--- src/rtl/flbsc_regs.svh ---
// register offsets, field positions, command codes and timing counts for
// the lock-bit set controller; included by the controller and its testbench
`ifndef FLBSC_REGS_SVH
`define FLBSC_REGS_SVH
// apb register offsets (byte addresses)
`define FLBSC_CTRL_OFS      12'h000
`define FLBSC_ADDR_OFS      12'h004
`define FLBSC_STAT_OFS      12'h008
`define FLBSC_IRQ_STAT_OFS  12'h00c
`define FLBSC_IRQ_MASK_OFS  12'h010
// control register fields
`define FLBSC_CTRL_GO       0
`define FLBSC_CTRL_MASTER   1
`define FLBSC_CTRL_CLR      2
`define FLBSC_CTRL_ARRAY    3
// status register fields
`define FLBSC_STAT_BUSY     0
`define FLBSC_STAT_ERR      1
// interrupt status fields
`define FLBSC_IRQ_DONE      0
`define FLBSC_IRQ_ERR       1
// operation status word bits
`define FLBSC_SR_READY      7
`define FLBSC_SR_ECL        5
`define FLBSC_SR_PSL        4
`define FLBSC_SR_VPP        3
`define FLBSC_SR_PROT       1
// command codes
`define FLBSC_CMD_SETUP     8'h60
`define FLBSC_CMD_BLOCK     8'h01
`define FLBSC_CMD_MASTER    8'hf1
`define FLBSC_CMD_ARRAY     8'hff
`define FLBSC_CMD_READ_SR   8'h70
`define FLBSC_CMD_CLEAR_SR  8'h50
// bus cycle length in ns and in 8 ns clock cycles, rounded up (write pulse and read access)
`define FLBSC_PULSE_NS      100
`define FLBSC_PULSE_CYC     ((`FLBSC_PULSE_NS + 7) / 8)
`endif

--- src/rtl/flbsc_pkg.sv ---
// types shared by the lock-bit set controller
// assumes nothing of its surroundings
`default_nettype none
package flbsc_pkg;
   // bus sequencer states, one-hot
   typedef enum logic [6:0] {
      ST_IDLE  = 7'h01,
      ST_WSET  = 7'h02,
      ST_WPUL  = 7'h04,
      ST_WHLD  = 7'h08,
      ST_RSET  = 7'h10,
      ST_RACC  = 7'h20,
      ST_WAIT  = 7'h40
   } flbsc_state_t;
endpackage : flbsc_pkg
`default_nettype wire

--- src/rtl/flbsc_ctrl.sv ---
// host-side controller that sets flash lock bits over the async bus
// assumes an apb master on REF_CLK and a flash whose ready/busy pin is
// sampled synchronously to REF_CLK
`include "flbsc_regs.svh"
`default_nettype none
// Overview of operation
// write 60 then 01 or f1
// busy pin low while engine runs
// pin stays high in suspend or powerdown
// pin usable as completion interrupt
// batch sets, check status once
// write ff to return array read
// both error bits mean bad sequence
// protection bit set on refusal
// set-lock error bit flags failure
// erase/clear error bit flags failure
// error bits sticky until clear-status
// clear status before any retry
// missing high voltage sets bits 1,4
// reads return status after sequence
// bit 0 reserved, ignore it
module flbsc_ctrl
   import flbsc_pkg::*;
#(
   parameter int ADDR_W = 21,
   parameter int PULSE  = `FLBSC_PULSE_CYC
) (
   // clock and reset
   input  wire logic              REF_CLK,
   input  wire logic              NRST,
   // apb slave
   input  wire logic              PSEL,
   input  wire logic              PENABLE,
   input  wire logic              PWRITE,
   input  wire logic [11:0]       PADDR,
   input  wire logic [31:0]       PWDATA,
   output logic      [31:0]       PRDATA,
   output logic                   PREADY,
   output logic                   PSLVERR,
   // interrupt
   output logic                   IRQ,
   // flash pins
   output logic      [ADDR_W-1:0] FL_ADDR,
   input  wire logic [7:0]        FL_DQ_IN,
   output logic      [7:0]        FL_DQ_OUT,
   output logic                   FL_DQ_OE,
   output logic                   FL_CE_N,
   output logic                   FL_OE_N,
   output logic                   FL_WE_N,
   input  wire logic              FL_READY_BUSY
);
   // refuse parameters that the counters and buses cannot hold
   if (ADDR_W < 1 || ADDR_W > 32 || PULSE < 1 || PULSE > 255) begin : g_bad
      $error("flbsc_ctrl: unsupported parameters");
   end

   flbsc_state_t state_ff;              // bus sequencer state
   logic [7:0]   cnt_ff;                // cycle counter in a bus phase
   logic [7:0]   cmd_ff;                // byte being written
   logic [1:0]   step_ff;               // 0 setup,1 confirm,2 poll,3 single
   logic         master_ff;             // master bit target
   logic [ADDR_W-1:0] addr_ff;          // target block address
   logic [7:0]   sr_ff;                 // OR of status words read since clear
   logic         busy_ff;               // operation in progress
   logic         err_ff;                // any error seen since clear
   logic [1:0]   irq_st_ff;             // sticky events
   logic [1:0]   irq_mask_ff;           // interrupt mask
   logic         done_ev;               // operation finished this cycle
   logic         err_ev;                // finished with error
   logic         wr_acc;                // apb write access
   logic         rd_acc;                // apb read access

   // apb access phase qualifiers
   assign wr_acc = PSEL && PENABLE && PWRITE;
   assign rd_acc = PSEL && PENABLE && !PWRITE;

   // error decode of a status word, reserved bit 0 ignored
   function automatic logic sr_error(input logic [7:0] sr);
      // mask reserved bit
      sr_error = sr[`FLBSC_SR_ECL] | sr[`FLBSC_SR_PSL] |
                 sr[`FLBSC_SR_VPP] | sr[`FLBSC_SR_PROT];
   endfunction : sr_error

   // pre-register apb reads, always ready
   always_ff @(posedge REF_CLK or negedge NRST) begin
      if (!NRST) begin
         PRDATA  <= 32'h0;
         PREADY  <= 1'b0;
         PSLVERR <= 1'b0;
      end else begin
         PREADY  <= PSEL && !PENABLE;
         PSLVERR <= 1'b0;
         if (PSEL && !PENABLE && !PWRITE) begin
            if (PADDR == `FLBSC_CTRL_OFS) begin
               // control reads back only the stored master choice
               PRDATA <= 32'h0 | 32'(master_ff) << `FLBSC_CTRL_MASTER;
            end else if (PADDR == `FLBSC_ADDR_OFS) begin
               // target address, zero-extended
               PRDATA <= 32'(addr_ff);
            end else if (PADDR == `FLBSC_STAT_OFS) begin
               // status word reported as read
               PRDATA <= {16'h0, sr_ff, 6'h0, err_ff, busy_ff};
            end else if (PADDR == `FLBSC_IRQ_STAT_OFS) begin
               // sticky events
               PRDATA <= {30'h0, irq_st_ff};
            end else if (PADDR == `FLBSC_IRQ_MASK_OFS) begin
               // interrupt mask
               PRDATA <= {30'h0, irq_mask_ff};
            end else begin
               // unmapped reads as zero
               PRDATA <= 32'h0;
            end
         end
      end
   end

   // software-held target and mask
   always_ff @(posedge REF_CLK or negedge NRST) begin
      if (!NRST) begin
         addr_ff     <= '0;
         master_ff   <= 1'b0;
         irq_mask_ff <= 2'h0;
      end else if (wr_acc && PREADY) begin
         if (PADDR == `FLBSC_ADDR_OFS) begin
            // target latched for the next sequence
            addr_ff <= PWDATA[ADDR_W-1:0];
         end else if (PADDR == `FLBSC_IRQ_MASK_OFS) begin
            // mask always writable
            irq_mask_ff <= PWDATA[1:0];
         end else if (PADDR == `FLBSC_CTRL_OFS && !busy_ff) begin
            // master choice frozen while a sequence runs
            master_ff <= PWDATA[`FLBSC_CTRL_MASTER];
         end
      end
   end

   // bus sequencer driving flash pins
   always_ff @(posedge REF_CLK or negedge NRST) begin
      if (!NRST) begin
         state_ff  <= ST_IDLE;
         cnt_ff    <= 8'h0;
         cmd_ff    <= 8'h0;
         step_ff   <= 2'h0;
         busy_ff   <= 1'b0;
         sr_ff     <= 8'h0;
         FL_ADDR   <= '0;
         FL_DQ_OUT <= 8'h0;
         FL_DQ_OE  <= 1'b0;
         FL_CE_N   <= 1'b1;
         FL_OE_N   <= 1'b1;
         FL_WE_N   <= 1'b1;
      end else begin
         case (state_ff)
            ST_IDLE: begin
               // bus idle, strobes released
               FL_CE_N  <= 1'b1;
               FL_OE_N  <= 1'b1;
               FL_WE_N  <= 1'b1;
               FL_DQ_OE <= 1'b0;
               if (wr_acc && PREADY && PADDR == `FLBSC_CTRL_OFS) begin
                  if (PWDATA[`FLBSC_CTRL_GO]) begin
                     // setup code first
                     cmd_ff   <= `FLBSC_CMD_SETUP;
                     step_ff  <= 2'h0;
                     busy_ff  <= 1'b1;
                     state_ff <= ST_WSET;
                  end else if (PWDATA[`FLBSC_CTRL_CLR]) begin
                     // only clear-status resets error bits
                     cmd_ff   <= `FLBSC_CMD_CLEAR_SR;
                     step_ff  <= 2'h3;
                     // single-byte commands hold busy too, so polling works
                     busy_ff  <= 1'b1;
                     sr_ff    <= 8'h0;
                     state_ff <= ST_WSET;
                  end else if (PWDATA[`FLBSC_CTRL_ARRAY]) begin
                     // back to array read
                     cmd_ff   <= `FLBSC_CMD_ARRAY;
                     step_ff  <= 2'h3;
                     busy_ff  <= 1'b1;
                     state_ff <= ST_WSET;
                  end
               end
            end
            ST_WSET: begin
               // address and data set up before the write strobe
               FL_ADDR   <= addr_ff;
               FL_DQ_OUT <= cmd_ff;
               FL_DQ_OE  <= 1'b1;
               FL_CE_N   <= 1'b0;
               cnt_ff    <= 8'(PULSE);
               state_ff  <= ST_WPUL;
            end
            ST_WPUL: begin
               // hold the write strobe low for PULSE cycles
               FL_WE_N <= 1'b0;
               cnt_ff  <= cnt_ff - 8'h1;
               if (cnt_ff == 8'h1) begin
                  state_ff <= ST_WHLD;
               end
            end
            ST_WHLD: begin
               // strobe ends with data still held
               FL_WE_N <= 1'b1;
               if (FL_WE_N) begin
                  FL_CE_N  <= 1'b1;
                  FL_DQ_OE <= 1'b0;
                  if (step_ff == 2'h0) begin
                     // block or master confirm
                     cmd_ff   <= master_ff ? `FLBSC_CMD_MASTER
                                           : `FLBSC_CMD_BLOCK;
                     step_ff  <= 2'h1;
                     state_ff <= ST_WSET;
                  end else if (step_ff == 2'h1) begin
                     // both command bytes out, wait for the engine
                     step_ff  <= 2'h2;
                     state_ff <= ST_WAIT;
                  end else begin
                     // single-byte command done, release busy
                     busy_ff  <= 1'b0;
                     state_ff <= ST_IDLE;
                  end
               end
            end
            ST_WAIT: begin
               // wait for ready/busy to return high
               if (FL_READY_BUSY) begin
                  state_ff <= ST_RSET;
               end
            end
            ST_RSET: begin
               // a plain read returns the status word
               FL_CE_N  <= 1'b0;
               FL_OE_N  <= 1'b0;
               cnt_ff   <= 8'(PULSE);
               state_ff <= ST_RACC;
            end
            ST_RACC: begin
               cnt_ff <= cnt_ff - 8'h1;
               if (cnt_ff == 8'h1) begin
                  FL_CE_N <= 1'b1;
                  FL_OE_N <= 1'b1;
                  if (FL_DQ_IN[`FLBSC_SR_READY]) begin
                     // accumulate sticky errors, R15 drop bit 0
                     sr_ff    <= sr_ff | {FL_DQ_IN[7:1], 1'b0};
                     busy_ff  <= 1'b0;
                     state_ff <= ST_IDLE;
                  end else begin
                     // pin may read ready in suspend: poll again
                     state_ff <= ST_RSET;
                  end
               end
            end
            default: begin
               // illegal one-hot code recovers to idle
               state_ff <= ST_IDLE;
            end
         endcase
      end
   end

   // completion and error events, one cycle at the last read beat
   assign done_ev = (state_ff == ST_RACC) && (cnt_ff == 8'h1) &&
                    FL_DQ_IN[`FLBSC_SR_READY];
   assign err_ev  = done_ev && sr_error(FL_DQ_IN);

   // error summary over a batch
   always_ff @(posedge REF_CLK or negedge NRST) begin
      if (!NRST) begin
         err_ff <= 1'b0;
      end else if (err_ev) begin
         err_ff <= 1'b1;
      end else if (state_ff == ST_IDLE && wr_acc && PREADY &&
                   PADDR == `FLBSC_CTRL_OFS && PWDATA[`FLBSC_CTRL_CLR]) begin
         // cleared with the status word by clear-status
         err_ff <= 1'b0;
      end
   end

   // sticky events, write one to clear, set wins
   always_ff @(posedge REF_CLK or negedge NRST) begin
      if (!NRST) begin
         irq_st_ff <= 2'h0;
      end else begin
         if (wr_acc && PREADY && PADDR == `FLBSC_IRQ_STAT_OFS) begin
            // write one to clear, a new event still sets
            irq_st_ff <= (irq_st_ff & ~PWDATA[1:0]) | {err_ev, done_ev};
         end else begin
            irq_st_ff <= irq_st_ff | {err_ev, done_ev};
         end
      end
   end

   // level interrupt
   // registered so the pin comes straight from a flop
   always_ff @(posedge REF_CLK or negedge NRST) begin
      if (!NRST) begin
         IRQ <= 1'b0;
      end else begin
         IRQ <= |(irq_st_ff & irq_mask_ff);
      end
   end
endmodule : flbsc_ctrl
`default_nettype wire

--- config.mk ---
export PLATFORM = sky130hd
export DESIGN_NAME = flbsc_ctrl
export DESIGN_NICKNAME = d
export VERILOG_FILES = /design/src/rtl/flbsc_pkg.sv /design/src/rtl/flbsc_ctrl.sv
export VERILOG_INCLUDE_DIRS = /design/src /design/src/rtl
export SDC_FILE = /design/constraint.sdc
export NUM_CORES = 1
export LEC_CHECK = 0
export BUFFER_PORTS_ARGS = -buffer_cell sky130_fd_sc_hd__buf_2
export CORE_ASPECT_RATIO = 1.25
export CORE_MARGIN = 8
export CORE_UTILIZATION = 53
export CTS_CLUSTER_DIAMETER = 80
export DETAILED_ROUTE_END_ITERATION = 12
export PLACE_DENSITY = 0.86
export SETUP_SLACK_MARGIN = 0.4
export SYNTH_ARGS = -nofsm -noshare
export SYNTH_HDL_FRONTEND = slang
export SYNTH_SLANG_ARGS = --single-unit
--- constraint.sdc ---
create_clock -name REF_CLK -period 2.95 [get_ports REF_CLK]
set_clock_uncertainty 0.1 [all_clocks]
set_input_delay 0.1475 -clock REF_CLK [delete_from_list [all_inputs] [get_ports REF_CLK]]
set_output_delay 0.1475 -clock REF_CLK [all_outputs]
set_load 0.03 [all_outputs]
==> results of run 1 <==
==> metal layers <==
metal	track usage	wire length, um	vias up
li1	-	-	1746
met5	0	0	-
met2	0.356	6610	132
met4	0.0884	276	0
met1	0.237	4860	1890
met3	0.0487	820	23
==> what timing repair did <==
action / 4_1_cts / 5_1_grt
hold endpoints to repair: 75 / 0
endpoints found under the setup margin: 0 / 1
hold buffers: 28 / 0
resized for setup: 0 / 1
==> power by group through the flow <==
| stage | Combinational (W) | Clock [W] | Sequential, W |
|---|---|---|---|
| 4_1_cts | 0.000149 | 0.00124 | 0.00154 |
| 5_1_grt | 0.000164 | 0.00131 | 0.00154 |
| 3_5_place_dp | 0.000119 | 0 | 0.00157 |
| 3_3_place_gp | 0.000115 | 0 | 0.00157 |
| 6_report | 0.000149 | 0.00123 | 0.00154 |
| 2_1_floorplan | 0.0000519 | 0 | 0.00157 |
==> worst register-to-register path: cells and delay by family, from the launching register on <==
family             cells  cell delay, ns
muxes                  1            0.33
and+or+nand+nor        3            1.04
AOI/OAI and AO/OA      1            0.24
DFF                    1            0.53
==> Yosys cell counts, types with 3 or more instances <==
| cell | number | share of area |
|---|---|---|
| mux2i_1 | 4 | 0.0080 |
| a211oi_1 | 3 | 0.0045 |
| nor4_1 | 10 | 0.013 |
| nor3_1 | 12 | 0.012 |
| o21a_1 | 3 | 0.0045 |
| a22oi_1 | 7 | 0.011 |
| nand3_1 | 12 | 0.012 |
| clkbuf_1 | 19 | 0.014 |
| nand2_1 | 45 | 0.034 |
| inv_1 | 4 | 0.0030 |
| nor4b_1 | 3 | 0.0053 |
| nor2b_1 | 7 | 0.0088 |
| nand2b_1 | 8 | 0.010 |
| nor3b_1 | 3 | 0.0045 |
| o21ai_0 | 9 | 0.0091 |
| mux2_2 | 52 | 0.12 |
| a21oi_1 | 10 | 0.010 |
| dfrtp_1 | 108 | 0.54 |
| dfstp_2 | 4 | 0.021 |
| a22o_1 | 19 | 0.033 |
| nor2_1 | 18 | 0.014 |
| buf_4 | 16 | 0.024 |
==> flip-flops by register name, summed over array words and instances, names as in the netlist, 2 cells and up <==
signal       count
state_ff         7
sr_ff            7
FL_ADDR         21
step_ff          2
addr_ff         21
FL_DQ_OUT        6
irq_mask_ff      2
PRDATA          21
cnt_ff           8
irq_st_ff        2
cmd_ff           6
==> metrics by stage <==
stage,worst slack (ns),instances,hold slack (ns),cell area (um^2)
floorplan,0.591,432,-0.248,5020
global placement,0.467,632,0.124,5580
detailed placement,0.452,632,0.133,5580
CTS,0.598,676,0.0141,6160
global route,0.425,676,0.0255,6160
finish,0.611,676,0.0287,6160
==> layout make-up <==
cell class / count / share of cell area
clock buffer: 14 / 0.0428
clock inverter: 2 / 0.00609
inverter: 4 / 0.00244
multi-input combinational: 281 / 0.327
sequential: 112 / 0.455
tap: 123 / 0.0250
timing repair buffer: 140 / 0.141
==> worst paths after layout <==
check	startpoint	endpoint	slack, ns	depth (start not counted)
max	state_ff[3]	cmd_ff[7]	0.61	5
min	PWDATA[3]	addr_ff[3]	0.03	2
max reg2reg	state_ff[3]	cmd_ff[7]	0.61	5
min reg2reg	PRDATA[0]	PRDATA[0]	0.38	2
max in group asynchronous	NRST	master_ff	1.73	3
min in group asynchronous	NRST	cnt_ff[3]	0.29	2
==> placed cells by master, fill, tap and decap left out, types with 3 or more instances in the layout <==
cell type / count
clkbuf_1: 3
buf_4: 12
clkbuf_16: 9
mux2i_1: 4
nor4_1: 9
nor2_1: 18
a22o_1: 19
dlygate4sd3_1: 28
dfstp_2: 4
nor3b_1: 3
nand2b_1: 8
a21oi_1: 10
inv_1: 4
conb_1: 12
nor2b_1: 7
dfrtp_1: 108
a211oi_1: 3
buf_2: 100
o21ai_0: 9
nand3_1: 12
a22oi_1: 7
o21a_1: 3
mux2_2: 52
nor3_1: 12
nand2_1: 45
==> kinds of logic after synthesis <==
group                      Yosys count  share of synthesized area
AOI/OAI and AO/OA                   71                      0.106
DFF                                112                      0.564
and+or+nand+nor                    135                      0.146
other                                1                   0.000754
buffers and inverters               39                     0.0415
muxes                               58                      0.132
adders and majority gates            2                    0.00503
xor gates and xnor gates             3                    0.00528
==> results.json, run 1 <==
{
  "crit_buf_inv": 0,
  "port_buffers": 101,
  "p_total_w": 0.00291,
  "die-area_um2": 12800,
  "syn_to_final_growth_pct": 23.9,
  "synth_edf_count": 0,
  "synth-seq-area-share": 0.564,
  "worst-path-max-fanout": 14,
  "cap_violations": 0,
  "grt_pass1_vias": 4161,
  "post-route-util": 0.676,
  "p_leak_nw": 3.14,
  "antenna_found_initial": 0,
  "synth_area_um2": 4980,
  "cts_made_buffers": 9,
  "grt_use_total": 0.208,
  "setup_viol": 0,
  "clk_pin_slew_worst_paths_ns": 0.07,
  "yosys_warnings": 0,
  "synth_cell_types": 55,
  "cts_num_sinks": 112,
  "diodes": 0,
  "grt_setup_unrepaired": "false",
  "grt_pass1_wl_mm": 20.8,
  "slew_headroom": 0.517,
  "root_buffer": "clkbuf_16",
  "power.density_nw_per_um2": 473,
  "min_period_over_period": 0.793,
  "remaining_drc_errors": 0,
  "cts_tree": "yes",
  "final-seq-area_um2": 2810,
  "routed-via-count": 3791,
  "dr.pass1.iters": 5,
  "die_width_um": 103,
  "ant_nets": 0,
  "dp_hpwl_mm": 8.52,
  "critPathLaunchType": "register",
  "wl_per_cell_um": 18.6,
  "crit_type": "register to register",
  "synth_seq_cells": 112,
  "maxSlewViolCount": 0,
  "avgSynthCellArea_um2": 11.8,
  "arrival_ns": 2.46,
  "die_h_um": 124,
  "multiInputGateArea_um2": 2020,
  "fmax_ghz": 0.427,
  "post-cts-setup-buffers": 0,
  "timing.critical_path.slowest_stage_cell": "dfrtp_1",
  "fillers": 692,
  "crit_family": "simple AND/OR/NAND/NOR gates",
  "rows": 39,
  "clkPwrFrac": 0.422,
  "start_util": 0.545,
  "grt_start_max_net_pins": 55,
  "combinationalPowerShare": 0.051,
  "ys_async_sr_fraction": 1.00,
  "worst_ir_drop_vdd_v": 0.000399,
  "vias_per_cell": 5.61,
  "p_sw_frac": 0.211,
  "crit_chain": "nor4_1, nand3_1, or3_4, o21ai_4, mux2_4",
  "ys.flop_type": "dfrtp_1",
  "finalSetupTns_ns": 0,
  "min_path_type": "primary input to register",
  "gp_congestion": 0.893,
  "cts_buffer_depth": 2,
  "switching_power_w": 0.000615,
  "seqPwrFrac": 0.527,
  "htreeDepth": 3,
  "internal-power_w": 0.00230,
  "tightestPinTransition_ns": 0.724,
  "cp-end-kind": "register",
  "grt_overflow_total": 0,
  "cp_data_required_time_ns": 3.07,
  "layout-drive-gt1-share": 0.349,
  "hold_violations": 0,
  "final_nets": 608,
  "synthCells": 421,
  "insertion_delay_ns": 0.34,
  "slowest_delay_ns": 0.53,
  "wirelength_mm": 12.6,
  "outcome": "complete, no violations",
  "core-area_um2": 9130,
  "pin_count": 126,
  "period_minus_slack_ns": 2.34,
  "drt-initial-drc-count": 271
}
Power figures use the tool's default switching activity.
==> inputs of run 2 (changes only) <==
Settings changed: CORE_UTILIZATION 53 to 48, PLACE_DENSITY 0.86 to 0.82.
Clock period 2.95 ns to 2.14 ns, I/O delays scaled along.
==> run 2 against run 1 <==
Compared with the run above: final area grew 22%; cell count grew 11%; worst hold slack gained 0.0080 ns; fmax grew 14%; first-iteration DRC count grew 11%; sequential power grew 38%; critical path depth is the same; global-route usage grew 1.4 points; critical path type unchanged; critical endpoint is now cmd_ff[5]; highest routed layer unchanged.
==> results.json, run 2 (synthesis results as in run 1) <==
{
  "combinationalPowerShare": 0.056,
  "grt_use_total": 0.221,
  "syn_to_final_growth_pct": 50.6,
  "power.density_nw_per_um2": 556,
  "insertion_delay_ns": 0.35,
  "layout-drive-gt1-share": 0.508,
  "diodes": 0,
  "cp_data_required_time_ns": 2.27,
  "timing.rr.end": "cmd_ff[5]",
  "grt_pass1_vias": 4564,
  "drt-initial-drc-count": 300,
  "vias_per_cell": 5.74,
  "min_to": "irq_st_ff[0]",
  "worst-path-max-fanout": 3,
  "crit_type": "register to register",
  "outcome": "complete, no violations",
  "worstHoldStart": "PWDATA[0]",
  "wl_per_cell_um": 20.9,
  "remaining_drc_errors": 0,
  "routed-via-count": 4314,
  "antenna_found_initial": 0,
  "port_buffers": 101,
  "seqPwrFrac": 0.509,
  "arrival_ns": 2.19,
  "htreeDepth": 3,
  "wirelength_mm": 15.7,
  "die-area_um2": 13900,
  "dr.pass1.iters": 6,
  "pin_count": 126,
  "cts_buffer_depth": 2,
  "maxSlewViolCount": 0,
  "ant_nets": 0,
  "min_path_type": "primary input to register",
  "final_cell_mix": "dfrtp_1, buf_2, buf_4",
  "met3_usage": 0.0523,
  "start_util": 0.492,
  "switching_power_w": 0.000898,
  "clkPwrFrac": 0.435,
  "worst_r2r_path_depth": 5,
  "tightestPinTransition_ns": 0.550,
  "worstReg2RegStart": "state_ff[2]",
  "dp_hpwl_mm": 9.13,
  "rows": 41,
  "cap_violations": 0,
  "core-area_um2": 10100,
  "fmax_ghz": 0.486,
  "cts_tree": "yes",
  "grt_busiest_layer": "met2",
  "grt_overflow_total": 0,
  "grt_setup_unrepaired": "true",
  "setup_viol": 0,
  "met1_usage": 0.243,
  "rrSetupSlack_ns": 0.08,
  "clk_pin_slew_worst_paths_ns": 0.07,
  "slew_headroom": 0.633,
  "grt_pass1_wl_mm": 23.9,
  "grt_start_max_net_pins": 42,
  "period_minus_slack_ns": 2.06,
  "p_total_w": 0.00416,
  "die_width_um": 107,
  "finalSetupTns_ns": 0,
  "p_sw_frac": 0.216,
  "cp-end-kind": "register",
  "min_period_over_period": 0.961,
  "internal-power_w": 0.00327,
  "gp_congestion": 0.927,
  "hold_violations": 0,
  "final_nets": 677,
  "grt_util_met2": 0.381,
  "critPathLaunchType": "register",
  "timing.hold.ws_ns": 0.0366,
  "worst_ir_drop_vdd_v": 0.000484,
  "largestRegisters": "FL_ADDR x21, PRDATA x21, addr_ff x21",
  "root_buffer": "clkbuf_16",
  "p_leak_nw": 3.75,
  "mostFrequentLayoutCell": "dfrtp_1",
  "cts_made_buffers": 9,
  "hold_depth": 3,
  "cts_num_sinks": 112,
  "die_h_um": 130
}
-- run 2: cell count changes in the layout (fill, tap and decap cells not counted), moves of 6 or more --
cell | before | now
buf_4 | 12 | 45
buf_6 | 0 | 16
mux2_2 | 52 | 36
mux2_4 | 2 | 18
buf_12 | 0 | 11
a22oi_1 | 7 | 0
a22oi_2 | 0 | 7
dfrtp_1 | 108 | 102
dfrtp_2 | 0 | 6
nand2_1 | 45 | 39
nor4_4 | 1 | 7
-- run 2: layout make-up --
type | count | area [um^2]
fillers | 602 | 2610
well taps | 129 | 161
inverters | 4 | 15.0
multi-input cells | 282 | 2480
clock inverters | 5 | 80.1
flip-flops and latches | 112 | 2820
clock buffers | 11 | 243
repair buffers | 208 | 1700
-- run 2: layer usage --
layer  part of all wire  vias up  routed length, um
met3              0.065       55               1010
met4              0.038        0                597
li1                   -     1892                  -
met2               0.52      210               8150
met1               0.38     2157               5920
met5                  0        -                  0
-- run 2: power by group through the flow --
| stage | sequential, W | clock (W) | combinational, W |
|---|---|---|---|
| 2_1_floorplan | 0.00216 | 0 | 0.0000728 |
| 3_3_place_gp | 0.00216 | 0 | 0.000172 |
| 3_5_place_dp | 0.00216 | 0 | 0.000176 |
| 4_1_cts | 0.00212 | 0.00185 | 0.000229 |
| 5_1_grt | 0.00212 | 0.00191 | 0.000256 |
| 6_report | 0.00212 | 0.00181 | 0.000234 |
-- run 2: what timing repair did --
| item | in CTS | in global routing |
|---|---|---|
| setup buffers | 23 | 18 |
| setup endpoints to repair | 100 | 108 |
| gates cloned | 7 | 0 |
| hold buffers | 30 | 0 |
| hold endpoints to repair | 68 | 0 |
| resized for setup | 78 | 40 |
| pin swaps | 27 | 24 |
-- run 2: worst max-delay path, stage by stage (launching register included) --
cell	delay, ns
dfrtp_1	0.42
nor4_4	0.38
nand3_2	0.13
or3_4	0.40
o21ai_4	0.18
mux2_4	0.33
-- run 2: worst max-delay path by stage --
stage                startpoint   endpoint  slack (ns)
floorplan              PADDR[8]  cmd_ff[5]       -0.13
global route        state_ff[2]  cmd_ff[3]        0.04
global placement       PADDR[8]  cmd_ff[7]       -0.21
CTS                 state_ff[2]  cmd_ff[5]         0.1
detailed placement     PADDR[8]  cmd_ff[5]       -0.26
finish              state_ff[2]  cmd_ff[5]        0.08
-- run 2: per-stage QoR --
stage	setup WS [ns]	area [um^2]	utilization	instances
floorplan	-0.130	5170	-	432
global placement	-0.210	5860	0.580	657
detailed placement	-0.262	5860	0.580	657
CTS	0.0997	7160	0.709	733
global route	0.0378	7490	0.741	751
finish	0.0825	7490	0.741	751
